===== src/hdl/counter_channel_pkg.sv =====
// constants, fields and carriers of the counter-array channel 0 block
// assumes a 10 MHz single clock and a classic wishbone register bus

package counter_channel_pkg;

  // ---------------------------------------------------------------
  // bus geometry
  // ---------------------------------------------------------------
  localparam int unsigned ADDR_W  = 8;
  localparam int unsigned WB_DW   = 32;
  localparam int unsigned REG_W   = 8;
  localparam int unsigned CNT_W   = 16;

  // ---------------------------------------------------------------
  // register byte offsets
  // ---------------------------------------------------------------
  localparam logic [ADDR_W-1:0] OFS_MODE      = 8'h00;
  localparam logic [ADDR_W-1:0] OFS_CMP_LOW   = 8'h04;
  localparam logic [ADDR_W-1:0] OFS_CMP_HIGH  = 8'h08;
  localparam logic [ADDR_W-1:0] OFS_STATUS    = 8'h0C;
  localparam logic [ADDR_W-1:0] OFS_MASK      = 8'h10;
  localparam logic [ADDR_W-1:0] OFS_PWM_WIDTH = 8'h14;

  // ---------------------------------------------------------------
  // reset values
  // ---------------------------------------------------------------
  localparam logic [REG_W-1:0] RST_MODE      = 8'h00;
  localparam logic [CNT_W-1:0] RST_COMPARE   = 16'h0000;
  localparam logic [1:0]       RST_STATUS    = 2'h0;
  localparam logic [1:0]       RST_MASK      = 2'h0;
  localparam logic [1:0]       RST_PWM_WIDTH = 2'h0;

  // ---------------------------------------------------------------
  // pwm width: narrow modes are base plus the width field
  // ---------------------------------------------------------------
  localparam logic [4:0]       PWM_BASE_BITS = 5'h08;
  localparam logic [CNT_W-1:0] ALL_ONES      = 16'hFFFF;

  // ---------------------------------------------------------------
  // channel_mode_control layout, bit 7 down to bit 0
  // ---------------------------------------------------------------
  typedef struct packed {
    logic wide_resolution_select;
    logic comparator_enable;
    logic rise_capture_enable;
    logic fall_capture_enable;
    logic match_flag_enable;
    logic toggle_enable;
    logic pwm_enable;
    logic event_irq_enable;
  } mode_s;

  // ---------------------------------------------------------------
  // status and mask layout, bit 1 down to bit 0
  // ---------------------------------------------------------------
  typedef struct packed {
    logic capture_event;
    logic channel_event_flag;
  } status_s;

  // ---------------------------------------------------------------
  // output behaviour decoded from the mode bits
  // ---------------------------------------------------------------
  typedef enum logic [1:0] {
    OUT_HOLD,
    OUT_TOGGLE,
    OUT_PWM,
    OUT_FREQ
  } out_mode_e;

endpackage : counter_channel_pkg


===== src/hdl/channel_edge_sync.sv =====
// three-flop synchroniser with edge pulses for the channel input pin
// assumes the pin is asynchronous to clk_i

module channel_edge_sync
  import counter_channel_pkg::*;
(
  // clock and reset
  input  wire logic clk_i,
  input  wire logic rst_i,
  // pin
  input  wire logic pin_i,
  // edge pulses
  output logic      rise_o,
  output logic      fall_o
);

  typedef struct packed {
    logic s1;
    logic s2;
    logic s3;
    logic level;
  } sync_s;

  sync_s st;
  sync_s next_st;

  // ---------------------------------------------------------------
  // next state
  // ---------------------------------------------------------------
  always_comb begin
    next_st    = st;
    next_st.s1 = pin_i;
    next_st.s2 = st.s1;
    next_st.s3 = st.s2;
    if (st.s2 == st.s3) begin
      next_st.level = st.s3;
    end
  end

  always_ff @(posedge clk_i) begin
    if (rst_i) begin
      st <= '0;
    end else begin
      st <= next_st;
    end
  end

  assign rise_o = (st.s2 == st.s3) && st.s3 && !st.level;
  assign fall_o = (st.s2 == st.s3) && !st.s3 && st.level;

endmodule : channel_edge_sync


===== src/hdl/channel_output.sv =====
// comparator and waveform generator of channel 0
// assumes counter_i and tick_i come from the shared counter on clk_i

module channel_output
  import counter_channel_pkg::*;
(
  // clock and reset
  input  wire logic             clk_i,
  input  wire logic             rst_i,
  // configuration
  input  wire mode_s            mode_i,
  input  wire logic [1:0]       pwm_width_i,
  input  wire logic [CNT_W-1:0] compare_i,
  // shared counter
  input  wire logic [CNT_W-1:0] counter_i,
  input  wire logic             tick_i,
  // results
  output logic                  match_o,
  output logic                  pin_o
);

  typedef struct packed {
    logic pin;
  } out_s;

  out_s       st;
  out_s       next_st;
  out_mode_e  omode;
  logic [CNT_W-1:0] pmask;
  logic       eq_full;
  logic       eq_low;
  logic       eq_pwm;

  assign pmask = mode_i.wide_resolution_select ? ALL_ONES
               : ~(ALL_ONES << (PWM_BASE_BITS + {3'h0, pwm_width_i}));
  assign eq_full = counter_i == compare_i;
  assign eq_low  = counter_i[7:0] == compare_i[7:0];
  assign eq_pwm  = (counter_i & pmask) == (compare_i & pmask);

  always_comb begin
    if (mode_i.pwm_enable && mode_i.toggle_enable) begin
      omode = OUT_FREQ;
    end else if (mode_i.pwm_enable) begin
      omode = OUT_PWM;
    end else if (mode_i.toggle_enable) begin
      omode = OUT_TOGGLE;
    end else begin
      omode = OUT_HOLD;
    end
  end

  // ---------------------------------------------------------------
  // match and pin
  // ---------------------------------------------------------------
  always_comb begin
    next_st = st;
    match_o = 1'b0;
    unique case (omode)
      OUT_HOLD: begin
        match_o = mode_i.comparator_enable && tick_i && eq_full;
      end
      OUT_TOGGLE: begin
        match_o = mode_i.comparator_enable && tick_i && eq_full;
        if (match_o) begin
          next_st.pin = !st.pin;
        end
      end
      OUT_PWM: begin
        match_o = mode_i.comparator_enable && tick_i && eq_pwm;
        next_st.pin = mode_i.comparator_enable
                    && ((counter_i & pmask) < (compare_i & pmask));
      end
      OUT_FREQ: begin
        match_o = mode_i.comparator_enable && tick_i && eq_low;
        if (match_o) begin
          next_st.pin = !st.pin;
        end
      end
    endcase
  end

  always_ff @(posedge clk_i) begin
    if (rst_i) begin
      st <= '0;
    end else begin
      st <= next_st;
    end
  end

  assign pin_o = st.pin;

endmodule : channel_output


===== src/hdl/counter_channel.sv =====
// channel 0 mode control of the counter array with a wishbone slave
// assumes the shared counter, its tick and the channel pin sit outside
//
// Added by the designer: the register offsets and the Wishbone slave port.

module counter_channel
  import counter_channel_pkg::*;
(
  // clock and reset
  input  wire logic              clk_i,
  input  wire logic              rst_i,
  // wishbone slave
  input  wire logic              wb_cyc_i,
  input  wire logic              wb_stb_i,
  input  wire logic              wb_we_i,
  input  wire logic [ADDR_W-1:0] wb_adr_i,
  input  wire logic [3:0]        wb_sel_i,
  input  wire logic [WB_DW-1:0]  wb_dat_i,
  output logic [WB_DW-1:0]       wb_dat_o,
  output logic                   wb_ack_o,
  // shared counter
  input  wire logic [CNT_W-1:0]  counter_i,
  input  wire logic              counter_tick_i,
  // channel pins
  input  wire logic              channel_input_pin_i,
  output logic                   channel_output_pin_o,
  // interrupt
  output logic                   irq_o
);

  // ---------------------------------------------------------------
  // state
  // ---------------------------------------------------------------
  typedef struct packed {
    mode_s            mode;
    logic [CNT_W-1:0] compare;
    status_s          status;
    status_s          mask;
    logic [1:0]       pwm_width;
    logic             ack;
    logic [REG_W-1:0] rdata;
  } top_s;

  top_s st;
  top_s next_st;

  // ---------------------------------------------------------------
  // internal signals
  // ---------------------------------------------------------------
  logic             req;
  logic             wr;
  logic             rd;
  logic             lane0;
  logic [REG_W-1:0] wbyte;
  logic             hit_mode;
  logic             hit_low;
  logic             hit_high;
  logic             hit_status;
  logic             hit_mask;
  logic             hit_width;
  logic             edge_rise;
  logic             edge_fall;
  logic             capture;
  logic             match;
  logic [REG_W-1:0] read_mux;
  status_s          set_bits;
  status_s          clr_bits;
  status_s          gate;

  // ---------------------------------------------------------------
  // input edge detection
  // ---------------------------------------------------------------
  channel_edge_sync u_edge (
    .clk_i  (clk_i),
    .rst_i  (rst_i),
    .pin_i  (channel_input_pin_i),
    .rise_o (edge_rise),
    .fall_o (edge_fall)
  );

  // ---------------------------------------------------------------
  // comparator and output wave
  // ---------------------------------------------------------------
  channel_output u_out (
    .clk_i       (clk_i),
    .rst_i       (rst_i),
    .mode_i      (st.mode),
    .pwm_width_i (st.pwm_width),
    .compare_i   (st.compare),
    .counter_i   (counter_i),
    .tick_i      (counter_tick_i),
    .match_o     (match),
    .pin_o       (channel_output_pin_o)
  );

  // ---------------------------------------------------------------
  // bus decode
  // ---------------------------------------------------------------
  assign req   = wb_cyc_i && wb_stb_i && !st.ack;
  assign wr    = req && wb_we_i;
  assign rd    = req && !wb_we_i;
  assign lane0 = wb_sel_i[0];
  assign wbyte = wb_dat_i[REG_W-1:0];

  assign hit_mode   = wb_adr_i == OFS_MODE;
  assign hit_low    = wb_adr_i == OFS_CMP_LOW;
  assign hit_high   = wb_adr_i == OFS_CMP_HIGH;
  assign hit_status = wb_adr_i == OFS_STATUS;
  assign hit_mask   = wb_adr_i == OFS_MASK;
  assign hit_width  = wb_adr_i == OFS_PWM_WIDTH;

  // ---------------------------------------------------------------
  // read data
  // ---------------------------------------------------------------
  always_comb begin
    read_mux = '0;
    if (hit_mode) begin
      read_mux = st.mode;
    end else if (hit_low) begin
      read_mux = st.compare[7:0];
    end else if (hit_high) begin
      read_mux = st.compare[15:8];
    end else if (hit_status) begin
      read_mux = {6'h00, st.status};
    end else if (hit_mask) begin
      read_mux = {6'h00, st.mask};
    end else if (hit_width) begin
      read_mux = {6'h00, st.pwm_width};
    end
  end

  // ---------------------------------------------------------------
  // events
  // ---------------------------------------------------------------
  assign capture = (st.mode.rise_capture_enable && edge_rise)
                || (st.mode.fall_capture_enable && edge_fall);

  always_comb begin
    set_bits                    = '0;
    set_bits.capture_event      = capture;
    set_bits.channel_event_flag = capture
                               || (st.mode.match_flag_enable && match);
  end

  always_comb begin
    clr_bits = '0;
    if (wr && lane0 && hit_status) begin
      clr_bits = wbyte[1:0];
    end
  end

  // ---------------------------------------------------------------
  // interrupt gating
  // ---------------------------------------------------------------
  always_comb begin
    gate                    = st.mask;
    gate.channel_event_flag = st.mask.channel_event_flag
                           && st.mode.event_irq_enable;
  end

  assign irq_o = |(st.status & gate);

  // ---------------------------------------------------------------
  // next state
  // ---------------------------------------------------------------
  always_comb begin
    next_st       = st;
    next_st.ack   = req;
    next_st.rdata = rd ? read_mux : st.rdata;

    // software writes, lane 0 only
    if (wr && lane0) begin
      if (hit_mode) begin
        next_st.mode = wbyte;
      end
      if (hit_width) begin
        next_st.pwm_width = wbyte[1:0];
      end
      if (hit_mask) begin
        next_st.mask = wbyte[1:0];
      end
      if (hit_low) begin
        next_st.compare[7:0]           = wbyte;
        next_st.mode.comparator_enable = 1'b0;
      end
      if (hit_high) begin
        next_st.compare[15:8]          = wbyte;
        next_st.mode.comparator_enable = 1'b1;
      end
    end

    // capture has priority over a same-cycle compare write
    if (capture) begin
      next_st.compare = counter_i;
    end

    // set wins over write-one-to-clear
    next_st.status = (st.status & ~clr_bits) | set_bits;
  end

  // ---------------------------------------------------------------
  // registers
  // ---------------------------------------------------------------
  always_ff @(posedge clk_i) begin
    if (rst_i) begin
      st.mode      <= RST_MODE;
      st.compare   <= RST_COMPARE;
      st.status    <= RST_STATUS;
      st.mask      <= RST_MASK;
      st.pwm_width <= RST_PWM_WIDTH;
      st.ack       <= 1'b0;
      st.rdata     <= '0;
    end else begin
      st <= next_st;
    end
  end

  // ---------------------------------------------------------------
  // bus outputs
  // ---------------------------------------------------------------
  assign wb_ack_o = st.ack;
  assign wb_dat_o = {24'h000000, st.rdata};

endmodule : counter_channel


===== config.mk =====
export PLATFORM = sky130hd
export DESIGN_NAME = counter_channel
export DESIGN_NICKNAME = d
export VERILOG_FILES = /design/src/hdl/counter_channel_pkg.sv /design/src/hdl/channel_edge_sync.sv /design/src/hdl/channel_output.sv /design/src/hdl/counter_channel.sv
export SDC_FILE = /design/constraint.sdc
export NUM_CORES = 1
export LEC_CHECK = 0
export ABC_CLOCK_PERIOD_IN_PS = 3200
export BUFFER_PORTS_ARGS = -buffer_cell sky130_fd_sc_hd__buf_2
export CELL_PAD_IN_SITES_DETAIL_PLACEMENT = 1
export CELL_PAD_IN_SITES_GLOBAL_PLACEMENT = 2
export CORE_ASPECT_RATIO = 2
export CORE_MARGIN = 2
export CORE_UTILIZATION = 30
export CTS_CLUSTER_DIAMETER = 120
export CTS_CLUSTER_SIZE = 40
export DETAILED_ROUTE_END_ITERATION = 6
export GPL_ROUTABILITY_DRIVEN = 0
export MAX_ROUTING_LAYER = met4
export PLACE_DENSITY_LB_ADDON = 0.1
export SYNTH_ARGS = -nofsm -noshare
export SYNTH_HDL_FRONTEND = slang
export SYNTH_SLANG_ARGS = --single-unit

===== constraint.sdc =====
create_clock -name clk_i -period 3.2 [get_ports clk_i]
set_input_delay 0.16 -clock clk_i [delete_from_list [all_inputs] [get_ports clk_i]]
set_output_delay 0.16 -clock clk_i [all_outputs]
set_load 0.02 [all_outputs]

== After elaboration in Yosys (flattened, before gate mapping) ==
Cells that the tools add are included.

* Output and inout bits: 35
* Logic and storage cells: 111
* Register bits: 44

* Magnitude comparators: 1
* Bitwise operators: 7
* Mux-type cells: 22
* Reduce and logical (&&, ||, !) cells: 43
* Shift operators: 1
* Add/sub/neg operators: 1
* Equal/unequal tests: 14

{| class="wikitable"
|+ Operators with widths
! cell !! count
|-
| 2-to-1 mux 16 bit || 3
|-
| 2-to-1 mux 8 bit || 5
|-
| bitwise AND 16 bit || 2
|-
| == test 16 bit || 2
|-
| logical AND 1 bit || 20
|-
| == test 8 x 4 -> 1 bit, second input constant || 2
|-
| == test 8 x 5 -> 1 bit, second input constant || 2
|-
| less-than comparator 16 bit || 1
|-
| inverter 16 bit || 1
|-
| left shift 16 x 5 -> 16 bit, first input constant || 1
|-
| 2-to-1 mux 2 bit || 6
|-
| AND reduction 2 bit || 6
|-
| == test 8 x 3 -> 1 bit, second input constant || 1
|-
| == test 8 bit || 1
|-
| zero test 8 bit || 1
|-
| 2-to-1 mux 7 bit || 1
|-
| case mux 1 bit (3 select lines) || 2
|-
| nonzero test 2 bit || 3
|-
| nonzero test 3 bit || 2
|-
| adder 4 x 2 -> 5 bit, first input constant || 1
|-
| zero test 1 bit || 5
|-
| 2-to-1 mux 1 bit || 5
|-
| bitwise AND 2 bit || 2
|-
| == test 2 bit, second input constant || 2
|-
| other kinds (9) || 12
|}

== Longest topological paths before layout ==
Gate-level depths: netlist of run 1.

* Depth in word-level cells: 11
* Gate-level depth with buffers: 9

== Modules after synthesis ==
Synthesis of run 1 repeated with hierarchy kept, for this count alone.

* Cell total of the unflattened synthesis: 370
* Area, all modules: 3100.5 µm²

{| class="wikitable"
|+ Modules (own cells, without submodules)
! module !! cells an instance !! area an instance (µm²) !! seq. area each (µm²) !! instances
|-
| counter_channel || 264 || 2285.9 || 780.7 || 1
|-
| channel_output || 91 || 659.4 || 20.0 || 1
|-
| channel_edge_sync || 15 || 155.1 || 80.1 || 1
|}

== Worst setup path before layout of run 1 ==
Ideal clock, no wire load.

* Path type: register to register
* Start: register st[38] (netlist name)
* End: register u_out.st (netlist: u_out.pin_o)
* Buffers on the path: 2
* Cell stages (with the launch flop): 10
* Data arrival time: 1800 ps
* Data required time: 3068 ps
* Setup slack: 1268 ps
* Library setup time: 132 ps
* Cell sequence: dfxtp_1 -> clkbuf_1 -> clkbuf_1 -> o21ai_0 -> ha_1 -> and4_1 -> nand2b_1 -> a211o_1 -> o211ai_1 -> a311oi_1

* Word-level cells in the longest chain between the ends: 5

{| class="wikitable"
|+ RTL lines
! item !! RTL line !! text
|-
| start: declaration || counter_channel.sv:44 || <nowiki>top_s st;</nowiki>
|-
| start signal: assignment || counter_channel.sv:214 || <nowiki>st <= next_st;</nowiki>
|-
| 2-to-1 mux 16 bit (*) || channel_output.sv:34 || <nowiki>assign pmask = mode_i.wide_resolution_select ? ALL_ONES</nowiki>
|-
| bitwise AND 16 bit || channel_output.sv:71 || <nowiki>&& ((counter_i & pmask) < (compare_i & pmask));</nowiki>
|-
| less-than comparator 16 bit (*) || channel_output.sv:71 ||
|-
| logical AND 1 bit (*) || channel_output.sv:71 ||
|-
| case mux 1 bit (3 select lines) (*) || channel_output.sv:58 || <nowiki>unique case (omode)</nowiki>
|-
| end signal: assignment || channel_output.sv:86 || <nowiki>st <= next_st;</nowiki>
|-
| end: declaration || channel_output.sv:26 || <nowiki>out_s st;</nowiki>
|}

Mark *: on every way between the ends. The rest lies on a longest branch, timed or not.
A chain may end at the register's enable or synchronous reset.

== Final worst setup path of run 1 ==
Ends and elaborated chain as after synthesis.

==> results.md, run 1 <==
* FFs w/ async S/R, synth at 0%
* Fraction of the mapped netlist area in adder cells at 7.86%
* F_max at 458 MHz
* Hold Crit Class: input pin to flip-flop
* Final Hold Vio Count at 0
* Syn Inst Count at 338
* Area growth syn-to-layout at 11.2%
* Final ANT Viol Nets at 0
* Worst R2R Path Depth at 8
* Data required, critical path at 3340 ps
* CP max FO at 17
* Clk_skew at 3.16 ps
* Synth Area per Inst at 8.48 um2
* Post-layout min period at 2180 ps
* Hold-fix buffers, CTS at 0
* Largest net degree at the start of global routing at 39
* Number of vias per cell at 5.18
* DRC at 0
* Initial antenna violation count at 0
* Nets at 457
* Compound-Gate Fraction of Synth Area at 15.2%
* Critical path startpoint category: flip-flop
* Die ar. at 10400 um2
* R2r endpoint: u_out.pin_o$_SDFFE_PP0P_
* Setup bufs post-CTS at 0
* Worst IR drop on VDD at 0.213 mV
* # IOs at 102
* Clk slew on worst S/H paths at 70 ps
* Total grt overflow at 0
* 1st-iter DRT viols at 70
* Post-synth EDFFs at 0
* Warning count from the yosys run at 0
* Register area at 881 um2
* Total wire length at 8630 um
* First-pass GRT wire length at 13500 um
* Status: complete, no violations
* Seq/Total Area, Yosys at 30.7%
* Layout cells sized above 1 at 18.5%
* Hold Path Stages at 2
* Crit-path cells: a21o_1 -> and2_1 -> ha_1 -> and4_1 -> nand2b_1 -> a211o_1 -> o211ai_1 -> a311oi_1
* Routed vias at 2469
* Post-CTS resize count at 0
* CTS HTree Levels at 2
* Multiplexer area fraction after synthesis at 12.7%
* Core area at 9320 um2
* Slowest stage delay, CP at 470 ps
* Delay-heaviest family, CP: compound AO/OA/AOI/OAI gates
* Setup TNS Final at 0 ps
* Hold Path End: u_edge.next_st[2]$_SDFF_PP0_
* Fin Hold WS at 78.5 ps
* Final Cycle Share at 68.2%
* Synth Area in XOR/XNOR at 2.45%
* Chip Width at 73.1 um
* Root buffer cell: clkbuf_16
* Footprint of the multi-input gates at 1720 um2
* Die Ht at 142 um
* PD cells at 376 nW/um2
* Most common flop cell mapped by yosys: dfxtp_1
* First-pass DRT Iterations at 4
* Final Setup Violations at 0
* Flop2flop setup slack at 1020 ps
* Clk sinks at 44
* Total global-route track usage at 17.8%
* Critical Path AT at 2320 ps
* Relative slew slack at 51.2%
* I/O Buffers at 50
* #FFs+latches synth at 44
* Cell Rows at 50
* Max-cap viol count at 0
* Hold wc startpoint: channel_input_pin_i
* Yosys cell types at 49
* Buf/Inv on CP at 0
* CTS tree: built
* Initial Util at 30.7%
* Leak at 1.44 nW
* Wire length per cell at 18.1 um
* Clock Path Buffers at 2
* Largest family of logic cells by synthesized area: simple AND/OR/NAND/NOR gates
* Max-slew violations at 0
* Filler Cell Count at 1141
* Commonest non-fill, non-tap cell in the layout: buf_2
* RR Startpoint: st[38]$_SDFFE_PP0P_
* Worst-Margin Slew at 732 ps
* Worst setup path class: flip-flop to flip-flop
* Number of global-route vias before repair at 2597
* Most frequent cells in the layout: buf_2 (50), dfxtp_1 (44), mux2i_1 (34), nor2_1 (33), nand2_1 (28)
* RSZ-0062 raised after global routing: false
* Post-Syn Area at 2870 um2
* Critical path's slowest cell: dfxtp_1
* TritonCTS Buffers at 5
* Inserted Diodes at 0
* CP endpoint kind: flip-flop
* Synth Area in Simple Gates at 18.6%
* Worst-Skew Late Latency at 290 ps
* DP HPWL at 6850 um
## metrics by stage
stage	setup slack [ps]	util (%)	std cells	instance area (um2)	total power [mW]
3_5_place_dp	862	32.6	469	3040	0.692
5_1_grt	857	34.2	477	3190	1.25
4_1_cts	955	34.2	477	3190	1.23
2_1_floorplan	1270	-	361	2950	0.661
3_3_place_gp	880	32.6	469	3040	0.691
6_report	1020	34.2	477	3190	1.20
## registers in the layout (all words and copies together) (netlist names)
signal and count:
wb_dat_o 8, st 29, u_edge.st 2, u_out.pin_o 1, u_edge.next_st 2, gate 1
wb_ack_o 1
## cells by family after synthesis
family / Yosys count
other: 1
buffers and inverters: 60
and+or+nand+nor: 106
DFF: 44
AOI/OAI and AO/OA: 65
xor gates and xnor gates: 8
muxes: 36
adders and majority gates: 18
## routing by layer
metal | global-route usage [%] | wire, um
met1 | 16.4 | 2990
met2 | 34.6 | 5070
met3 | 2.48 | 301
met4 | 7.31 | 276
met5 | - | 0
## worst max path at each step
stage / from / endpoint / slack, ps / cells past startpoint
floorplan: st[38]$_SDFFE_PP0P_ / u_out.pin_o$_SDFFE_PP0P_ / 1270 / 9
global placement: wb_adr_i[5] / st[27]$_SDFFE_PP0P_ / 880 / 6
detailed placement: wb_adr_i[5] / st[23]$_SDFFE_PP0P_ / 860 / 6
CTS: st[38]$_SDFFE_PP0P_ / u_out.pin_o$_SDFFE_PP0P_ / 960 / 8
global route: st[38]$_SDFFE_PP0P_ / u_out.pin_o$_SDFFE_PP0P_ / 860 / 8
finish: st[38]$_SDFFE_PP0P_ / u_out.pin_o$_SDFFE_PP0P_ / 1020 / 8
## Yosys cell counts (3+ instances only)
| cell | instances | area (um2) |
|---|---|---|
| a211oi_1 | 8 | 60.1 |
| a21oi_1 | 17 | 85.1 |
| and2_1 | 6 | 37.5 |
| buf_4 | 32 | 240 |
| clkbuf_1 | 13 | 48.8 |
| dfxtp_1 | 44 | 881 |
| ha_1 | 18 | 225 |
| inv_1 | 11 | 41.3 |
| mux2i_1 | 34 | 340 |
| nand2_1 | 28 | 105 |
| nand3_1 | 11 | 55.1 |
| nand3b_1 | 3 | 22.5 |
| nand4_1 | 6 | 37.5 |
| nor2_1 | 33 | 124 |
| nor2b_1 | 7 | 43.8 |
| o21ai_0 | 12 | 60.1 |
| o2bb2ai_1 | 8 | 70.1 |
| xor2_1 | 6 | 52.6 |
## power by group
group | switching (mW) | internal (mW) | leakage [nW]
registers | 0.00159 | 0.551 | 0.355
logic | 0.0871 | 0.0380 | 1.01
clock network | 0.232 | 0.288 | 0.0736
total | 0.321 | 0.877 | 1.44
## cell type report
cell class | instances | area share [%]
timing repair buffer | 53 | 8.56
inverter | 11 | 1.30
clock inverter | 3 | 0.589
tap | 104 | 4.08
sequential | 44 | 27.7
clock buffer | 5 | 3.93
multi-input combinational | 257 | 53.9
No activity file was read; power rests on OpenSTA's default activity.
==> run 2: changes to the inputs <==
ABC_CLOCK_PERIOD_IN_PS = 1790   (was 3200)
CORE_UTILIZATION = 25   (was 30)
clock period = 1.79 ns   (was 3.2 ns; I/O delays follow)
==> run 2 against run 1 <==
  * The flow now finishes with violations (negative setup slack)
  * Die area is 19% higher
  * Utilization is 2.0 points lower
  * Sequential power is 79% higher
  * Wire length is 8.3% higher
  * Largest power group is now the clock network
==> results.md, run 2 (synthesis results as in run 1) <==
* Total global-route track usage at 16.0% (was 17.8%)
* # IOs at 102 (unchanged)
* Worst-Skew Late Latency at 290 ps (about the same)
* Filler Cell Count at 1363 (was 1141)
* Flop2flop setup slack at -20 ps (was 1020 ps)
* Int Power at 1.77 mW (was 0.877 mW)
* CP max FO at 10 (was 17)
* Die Ht at 155 um (was 142 um)
* Reg power frac at 41.9% (was 46.1%)
* Worst R2R Path Depth at 8 (unchanged)
* Final ANT Viol Nets at 0 (unchanged)
* Logic pwr share at 10.4% (about the same)
* Filler-free cell count of the finished design at 545 (was 477)
* I/O Buffers at 50 (unchanged)
* PD cells at 653 nW/um2 (was 376 nW/um2)
* CP endpoint kind: flip-flop (unchanged)
* Critical path startpoint category: flip-flop (unchanged)
* Max FFs per register at 29 (unchanged)
* Hold-fix buffers, CTS at 0 (unchanged)
* Total power at 2.36 mW (was 1.20 mW)
* R2r endpoint: u_out.pin_o$_SDFFE_PP0P_ (unchanged)
* Worst IR drop on VDD at 0.423 mV (was 0.213 mV)
* Hold wc startpoint: channel_input_pin_i (unchanged)
* Worst setup path class: flip-flop to flip-flop (unchanged)
* Data required, critical path at 1960 ps (was 3340 ps)
* Failing checks: negative setup slack
* Wire length per cell at 17.2 um (was 18.1 um)
* Total grt overflow at 0 (unchanged)
* Post-layout min period at 1810 ps (was 2180 ps)
* Clock group share of total power at 47.6% (was 43.5%)
* Core area at 11200 um2 (was 9320 um2)
* Cell Rows at 55 (was 50)
* Delay-heaviest family, CP: simple AND/OR/NAND/NOR gates (was compound AO/OA/AOI/OAI gates)
* Number of global-route vias before repair at 2728 (was 2597)
* Status: finished with violations (was complete, no violations)
* Initial Util at 25.5% (was 30.7%)
* Hold Path Stages at 2 (unchanged)
* Routed vias at 2586 (was 2469)
* Initial antenna violation count at 0 (unchanged)
* RSZ-0062 raised after global routing: true (was false)
* 1st-iter DRT viols at 81 (was 70)
* Placed cell areas at 3340 um2 (was 3040 um2)
* Most frequent cells in the layout: buf_2 (50), dfxtp_1 (40), mux2i_1 (34), nor2_1 (33), buf_4 (30) (was buf_2 (50), dfxtp_1 (44), mux2i_1 (34), nor2_1 (33), nand2_1 (28))
* Leak at 1.64 nW (was 1.44 nW)
* Hold Path End: u_edge.next_st[2]$_SDFF_PP0_ (unchanged)
* Clk slew on worst S/H paths at 70 ps (about the same)
* CTS tree: built (unchanged)
* Net Sw Frac at 25.0% (was 26.8%)
* Critical path's slowest cell: dfxtp_2 (was dfxtp_1)
* Critical Path AT at 1980 ps (was 2320 ps)
* DP HPWL at 7620 um (was 6850 um)
* Final WS setup at -22.0 ps (was 1020 ps)
* Total wire length at 9350 um (was 8630 um)
* Max-slew violations at 0 (unchanged)
* Final Setup Violations at 1 (was 0)
* Commonest non-fill, non-tap cell in the layout: buf_2 (unchanged)
* First-pass DRT Iterations at 4 (unchanged)
* Die ar. at 12400 um2 (was 10400 um2)
* RR Startpoint: st[38]$_SDFFE_PP0P_ (unchanged)
* TritonCTS Buffers at 5 (unchanged)
* Max-cap viol count at 0 (unchanged)
* Layout cells sized above 1 at 28.5% (was 18.5%)
* Root buffer cell: clkbuf_16 (unchanged)
* Clk_skew at 5.98 ps (was 3.16 ps)
* Area growth syn-to-layout at 25.9% (was 11.2%)
* CTS HTree Levels at 2 (unchanged)
* Final Cycle Share at 101% (was 68.2%)
* Fin util at 32.2% (was 34.2%)
* Largest net degree at the start of global routing at 20 (was 39)
* Buf/Inv on CP at 1 (was 0)
* Nets at 487 (was 457)
* Inserted Diodes at 0 (unchanged)
* F_max at 552 MHz (was 458 MHz)
* Psw at 0.589 mW (was 0.321 mW)
* Final Cell Area at 3610 um2 (was 3190 um2)
* Fin Hold WS at 10.4 ps (was 78.5 ps)
* Dpl cells at 537 (was 469)
* First-pass GRT wire length at 14600 um (was 13500 um)
* Final Hold Vio Count at 0 (unchanged)
* Hold Crit Class: input pin to flip-flop (unchanged)
* Crit-path cells: buf_4 -> and2_1 -> ha_1 -> nand4_1 -> nand2b_4 -> a211o_1 -> o211ai_1 -> a311oi_1 (was a21o_1 -> and2_1 -> ha_1 -> and4_1 -> nand2b_1 -> a211o_1 -> o211ai_1 -> a311oi_1)
* Slowest stage delay, CP at 330 ps (was 470 ps)
* DRC at 0 (unchanged)
* Reg with most FFs: st (unchanged)
* Chip Width at 79.7 um (was 73.1 um)
* Clk sinks at 44 (unchanged)
* Clock Path Buffers at 2 (unchanged)
* Number of vias per cell at 4.74 (was 5.18)
run 2: changes by cell type in the layout (fill, tap and decap cells not counted), sizes merged:
| cell | previous run | this run |
|---|---|---|
| clkinv | 3 | 1 |
| clkbuf | 5 | 6 |
| bufinv | 0 | 1 |
| buf | 53 | 83 |
run 2: through the flow:
stage                     TNS (ps)  setup slack [ps]
after floorplan                  0              3.74
after global placement       -47.9             -42.5
after detailed placement      -101             -83.6
after CTS                    -56.1             -56.1
after global routing         -88.6             -88.6
final                        -22.0             -22.0
run 2: repair_timing:
action	4_1_cts	5_1_grt
endpoints found under the setup margin	2	2
gates resized for setup	6	14
pin swaps	5	7
buffers inserted	0	0
run 2: power groups by stage:
stage	sequential (mW)	clock, mW	combinational, mW
2_1_floorplan	1.01	0	0.172
3_3_place_gp	1.01	0	0.248
3_5_place_dp	1.01	0	0.248
4_1_cts	0.987	1.16	0.249
5_1_grt	0.987	1.20	0.270
6_report	0.987	1.12	0.246
run 2: how the worst max path moves through the flow:
stage | from | endpoint | slack, ps | cells after the start
2_1_floorplan | st[38]$_SDFFE_PP0P_ | u_out.pin_o$_SDFFE_PP0P_ | 4 | 9
6_report | st[38]$_SDFFE_PP0P_ | u_out.pin_o$_SDFFE_PP0P_ | -20 | 8
3_3_place_gp | st[38]$_SDFFE_PP0P_ | u_out.pin_o$_SDFFE_PP0P_ | -40 | 8
4_1_cts | st[10]$_SDFFE_PP0P_ | u_out.pin_o$_SDFFE_PP0P_ | -60 | 8
3_5_place_dp | st[38]$_SDFFE_PP0P_ | u_out.pin_o$_SDFFE_PP0P_ | -80 | 8
5_1_grt | st[38]$_SDFFE_PP0P_ | u_out.pin_o$_SDFFE_PP0P_ | -90 | 8
run 2: layer usage:
layer	global-route usage, %	vias up	routed length [um]
met4	4.68	0	124
met1	16.0	1255	3550
li1	-	1265	-
met3	1.91	7	290
met5	-	-	0
met2	31.3	59	5380
run 2: cell type report:
type / instances / area [um2] / area share (%)
Multi-Input combinational cell: 257 / 1800 / 49.8
Sequential cell: 44 / 886 / 24.6
Timing Repair Buffer: 83 / 527 / 14.6
Tap cell: 142 / 178 / 4.93
Clock buffer: 6 / 139 / 3.85
Inverter: 11 / 41.3 / 1.14
Clock inverter: 2 / 38.8 / 1.08
==> run 3: changes to the inputs <==
CELL_PAD_IN_SITES_GLOBAL_PLACEMENT = 1   (was 2)
CORE_UTILIZATION = 33   (was 25)
==> run 3 against run 2 <==
  * The run still ends with negative setup slack left
  * Total power shrank 6.8%
  * Clock power shrank 13%
  * Final area shrank 2.8%
  * Clock skew is essentially flat
  * Worst hold slack gained 1.6 ps
  * Critical path type unchanged
==> results.md, run 3 (synthesis results as in run 1) <==
* First-pass DRT Iterations at 4 (unchanged)
* Die Ht at 136 um (was 155 um)
* DRC at 0 (unchanged)
* DP HPWL at 7200 um (was 7620 um)
* Critical path startpoint category: flip-flop (unchanged)
* Area growth syn-to-layout at 22.4% (was 25.9%)
* CP max FO at 8 (was 10)
* Worst setup path class: flip-flop to flip-flop (unchanged)
* Initial antenna violation count at 0 (unchanged)
* Worst-Margin Slew at 621 ps
* Max-slew violations at 0 (unchanged)
* Total grt overflow at 0 (unchanged)
* Max-cap viol count at 0 (unchanged)
* Final ANT Viol Nets at 0 (unchanged)
* Clk_skew at 6.40 ps (was 5.98 ps)
* Relative slew slack at 58.4%
* Routed vias at 2609 (was 2586)
* I/O Buffers at 50 (unchanged)
* Clk slew on worst S/H paths at 70 ps (about the same)
* Worst-Skew Late Latency at 290 ps (about the same)
* Reg with most FFs: st (unchanged)
* TritonCTS Buffers at 5 (unchanged)
* Layout cells sized above 1 at 27.7% (was 28.5%)
* 1st-iter DRT viols at 99 (was 81)
* CP endpoint kind: flip-flop (unchanged)
* Post-layout min period at 1860 ps (was 1810 ps)
* Final WS setup at -72.8 ps (was -22.0 ps)
* CTS HTree Levels at 2 (unchanged)
* Clk sinks at 44 (unchanged)
* Filler Cell Count at 1055 (was 1363)
* Final Setup Violations at 1 (unchanged)
* Leak at 1.60 nW (was 1.64 nW)
* Clock Path Buffers at 2 (unchanged)
* Number of vias per cell at 5.21 (was 4.74)
* Final Cycle Share at 104% (was 101%)
* Largest net degree at the start of global routing at 24 (was 20)
* CTS tree: built (unchanged)
* Fin util at 41.1% (was 32.2%)
* RR Startpoint: st[38]$_SDFFE_PP0P_ (unchanged)
* Hold Crit Class: input pin to flip-flop (unchanged)
* Inserted Diodes at 0 (unchanged)
* Footprint of the multi-input gates at 1800 um2 (about the same)
* Fin Hold WS at 12.0 ps (was 10.4 ps)
* Final Hold Vio Count at 0 (unchanged)
* PD cells at 626 nW/um2 (was 653 nW/um2)
* Wire length per cell at 18.0 um (was 17.2 um)
* Register area at 887 um2 (was 886 um2)
* Total wire length at 9000 um (was 9350 um)
* Commonest non-fill, non-tap cell in the layout: buf_2 (unchanged)
* Cell Rows at 48 (was 55)
* First-pass GRT wire length at 13900 um (was 14600 um)
* Hold-fix buffers, CTS at 0 (unchanged)
* Number of global-route vias before repair at 2701 (was 2728)
* Worst setup startpoint: st[38]$_SDFFE_PP0P_ (unchanged)
* Hold wc startpoint: counter_i[0] (was channel_input_pin_i)
* Critical Path AT at 2020 ps (was 1980 ps)
* Status: finished with violations (unchanged)
* Max FFs per register at 29 (unchanged)
* Worst IR drop on VDD at 0.343 mV (was 0.423 mV)
* Pre-CTS setup slack at -263 ps (was -83.6 ps)
* Most frequent cells in the layout: buf_2 (50), dfxtp_1 (41), mux2i_1 (34), nor2_1 (33), buf_4 (29) (was buf_2 (50), dfxtp_1 (40), mux2i_1 (34), nor2_1 (33), buf_4 (30))
* Data required, critical path at 1940 ps (was 1960 ps)
* Setup TNS Final at -72.8 ps (was -22.0 ps)
* F_max at 537 MHz (was 552 MHz)
* Initial Util at 33.6% (was 25.5%)
* RSZ-0062 raised after global routing: true (unchanged)
* # IOs at 102 (unchanged)
* Chip Width at 69.9 um (was 79.7 um)
* Nets at 485 (was 487)
* Failing checks: negative setup slack (unchanged)
* Die ar. at 9490 um2 (was 12400 um2)
* Root buffer cell: clkbuf_16 (unchanged)
* Core area at 8530 um2 (was 11200 um2)
* Total global-route track usage at 19.9% (was 16.0%)
run 3: layer usage:
layer	vias to the layer above	global-route usage (%)	share of wire, %
li1	1261	-	-
met1	1260	18.2	35
met2	68	39.3	59
met3	20	2.38	2.9
met4	0	10.0	4.1
met5	-	-	0
run 3: critical path, stage by stage, from the launching register on:
cell	delay [ps]
dfxtp_4	370
a21o_1	170
and2_4	140
ha_4	260
and4_4	240
nand2b_4	70
a211o_1	270
o211ai_1	90
a311oi_1	110
run 3: metrics by stage:
step	area (um2)	total power, mW	cells
after global routing	3510	2.27	501
after floorplan	2970	1.18	361
final	3510	2.19	501
after detailed placement	3250	1.25	492
after CTS	3450	2.23	501
after global placement	3250	1.25	492
run 3: cell type report:
cell class	instances	area share [%]
clock inverter	1	0.214
multi-input combinational	257	51.4
inverter	11	1.18
sequential	44	25.3
timing repair buffer	81	14.2
tap	100	3.57
clock buffer	7	4.07
run 3: repair_timing:
action,4_1_cts,5_1_grt
pin swaps,7,8
gates resized for setup,8,11
setup buffers,1,0
setup endpoints to repair,2,1
endpoints found under the hold margin,0,0
run 3: path summary, 6_finish.rpt:
path / to / slack, ps / cells past startpoint
setup / recovery: u_out.pin_o$_SDFFE_PP0P_ / -70 / 8
setup reg to reg: u_out.pin_o$_SDFFE_PP0P_ / -70 / 8
hold reg to reg: wb_dat_o[5]$_SDFFE_PP0P_ / 450 / 2
hold / removal: st[15]$_SDFFE_PP0P_ / 10 / 2
run 3: power by group:
part	switching (mW)	internal (mW)
clock	0.414	0.557
sequential	0.00305	0.983
combinational	0.159	0.0780
total	0.576	1.62
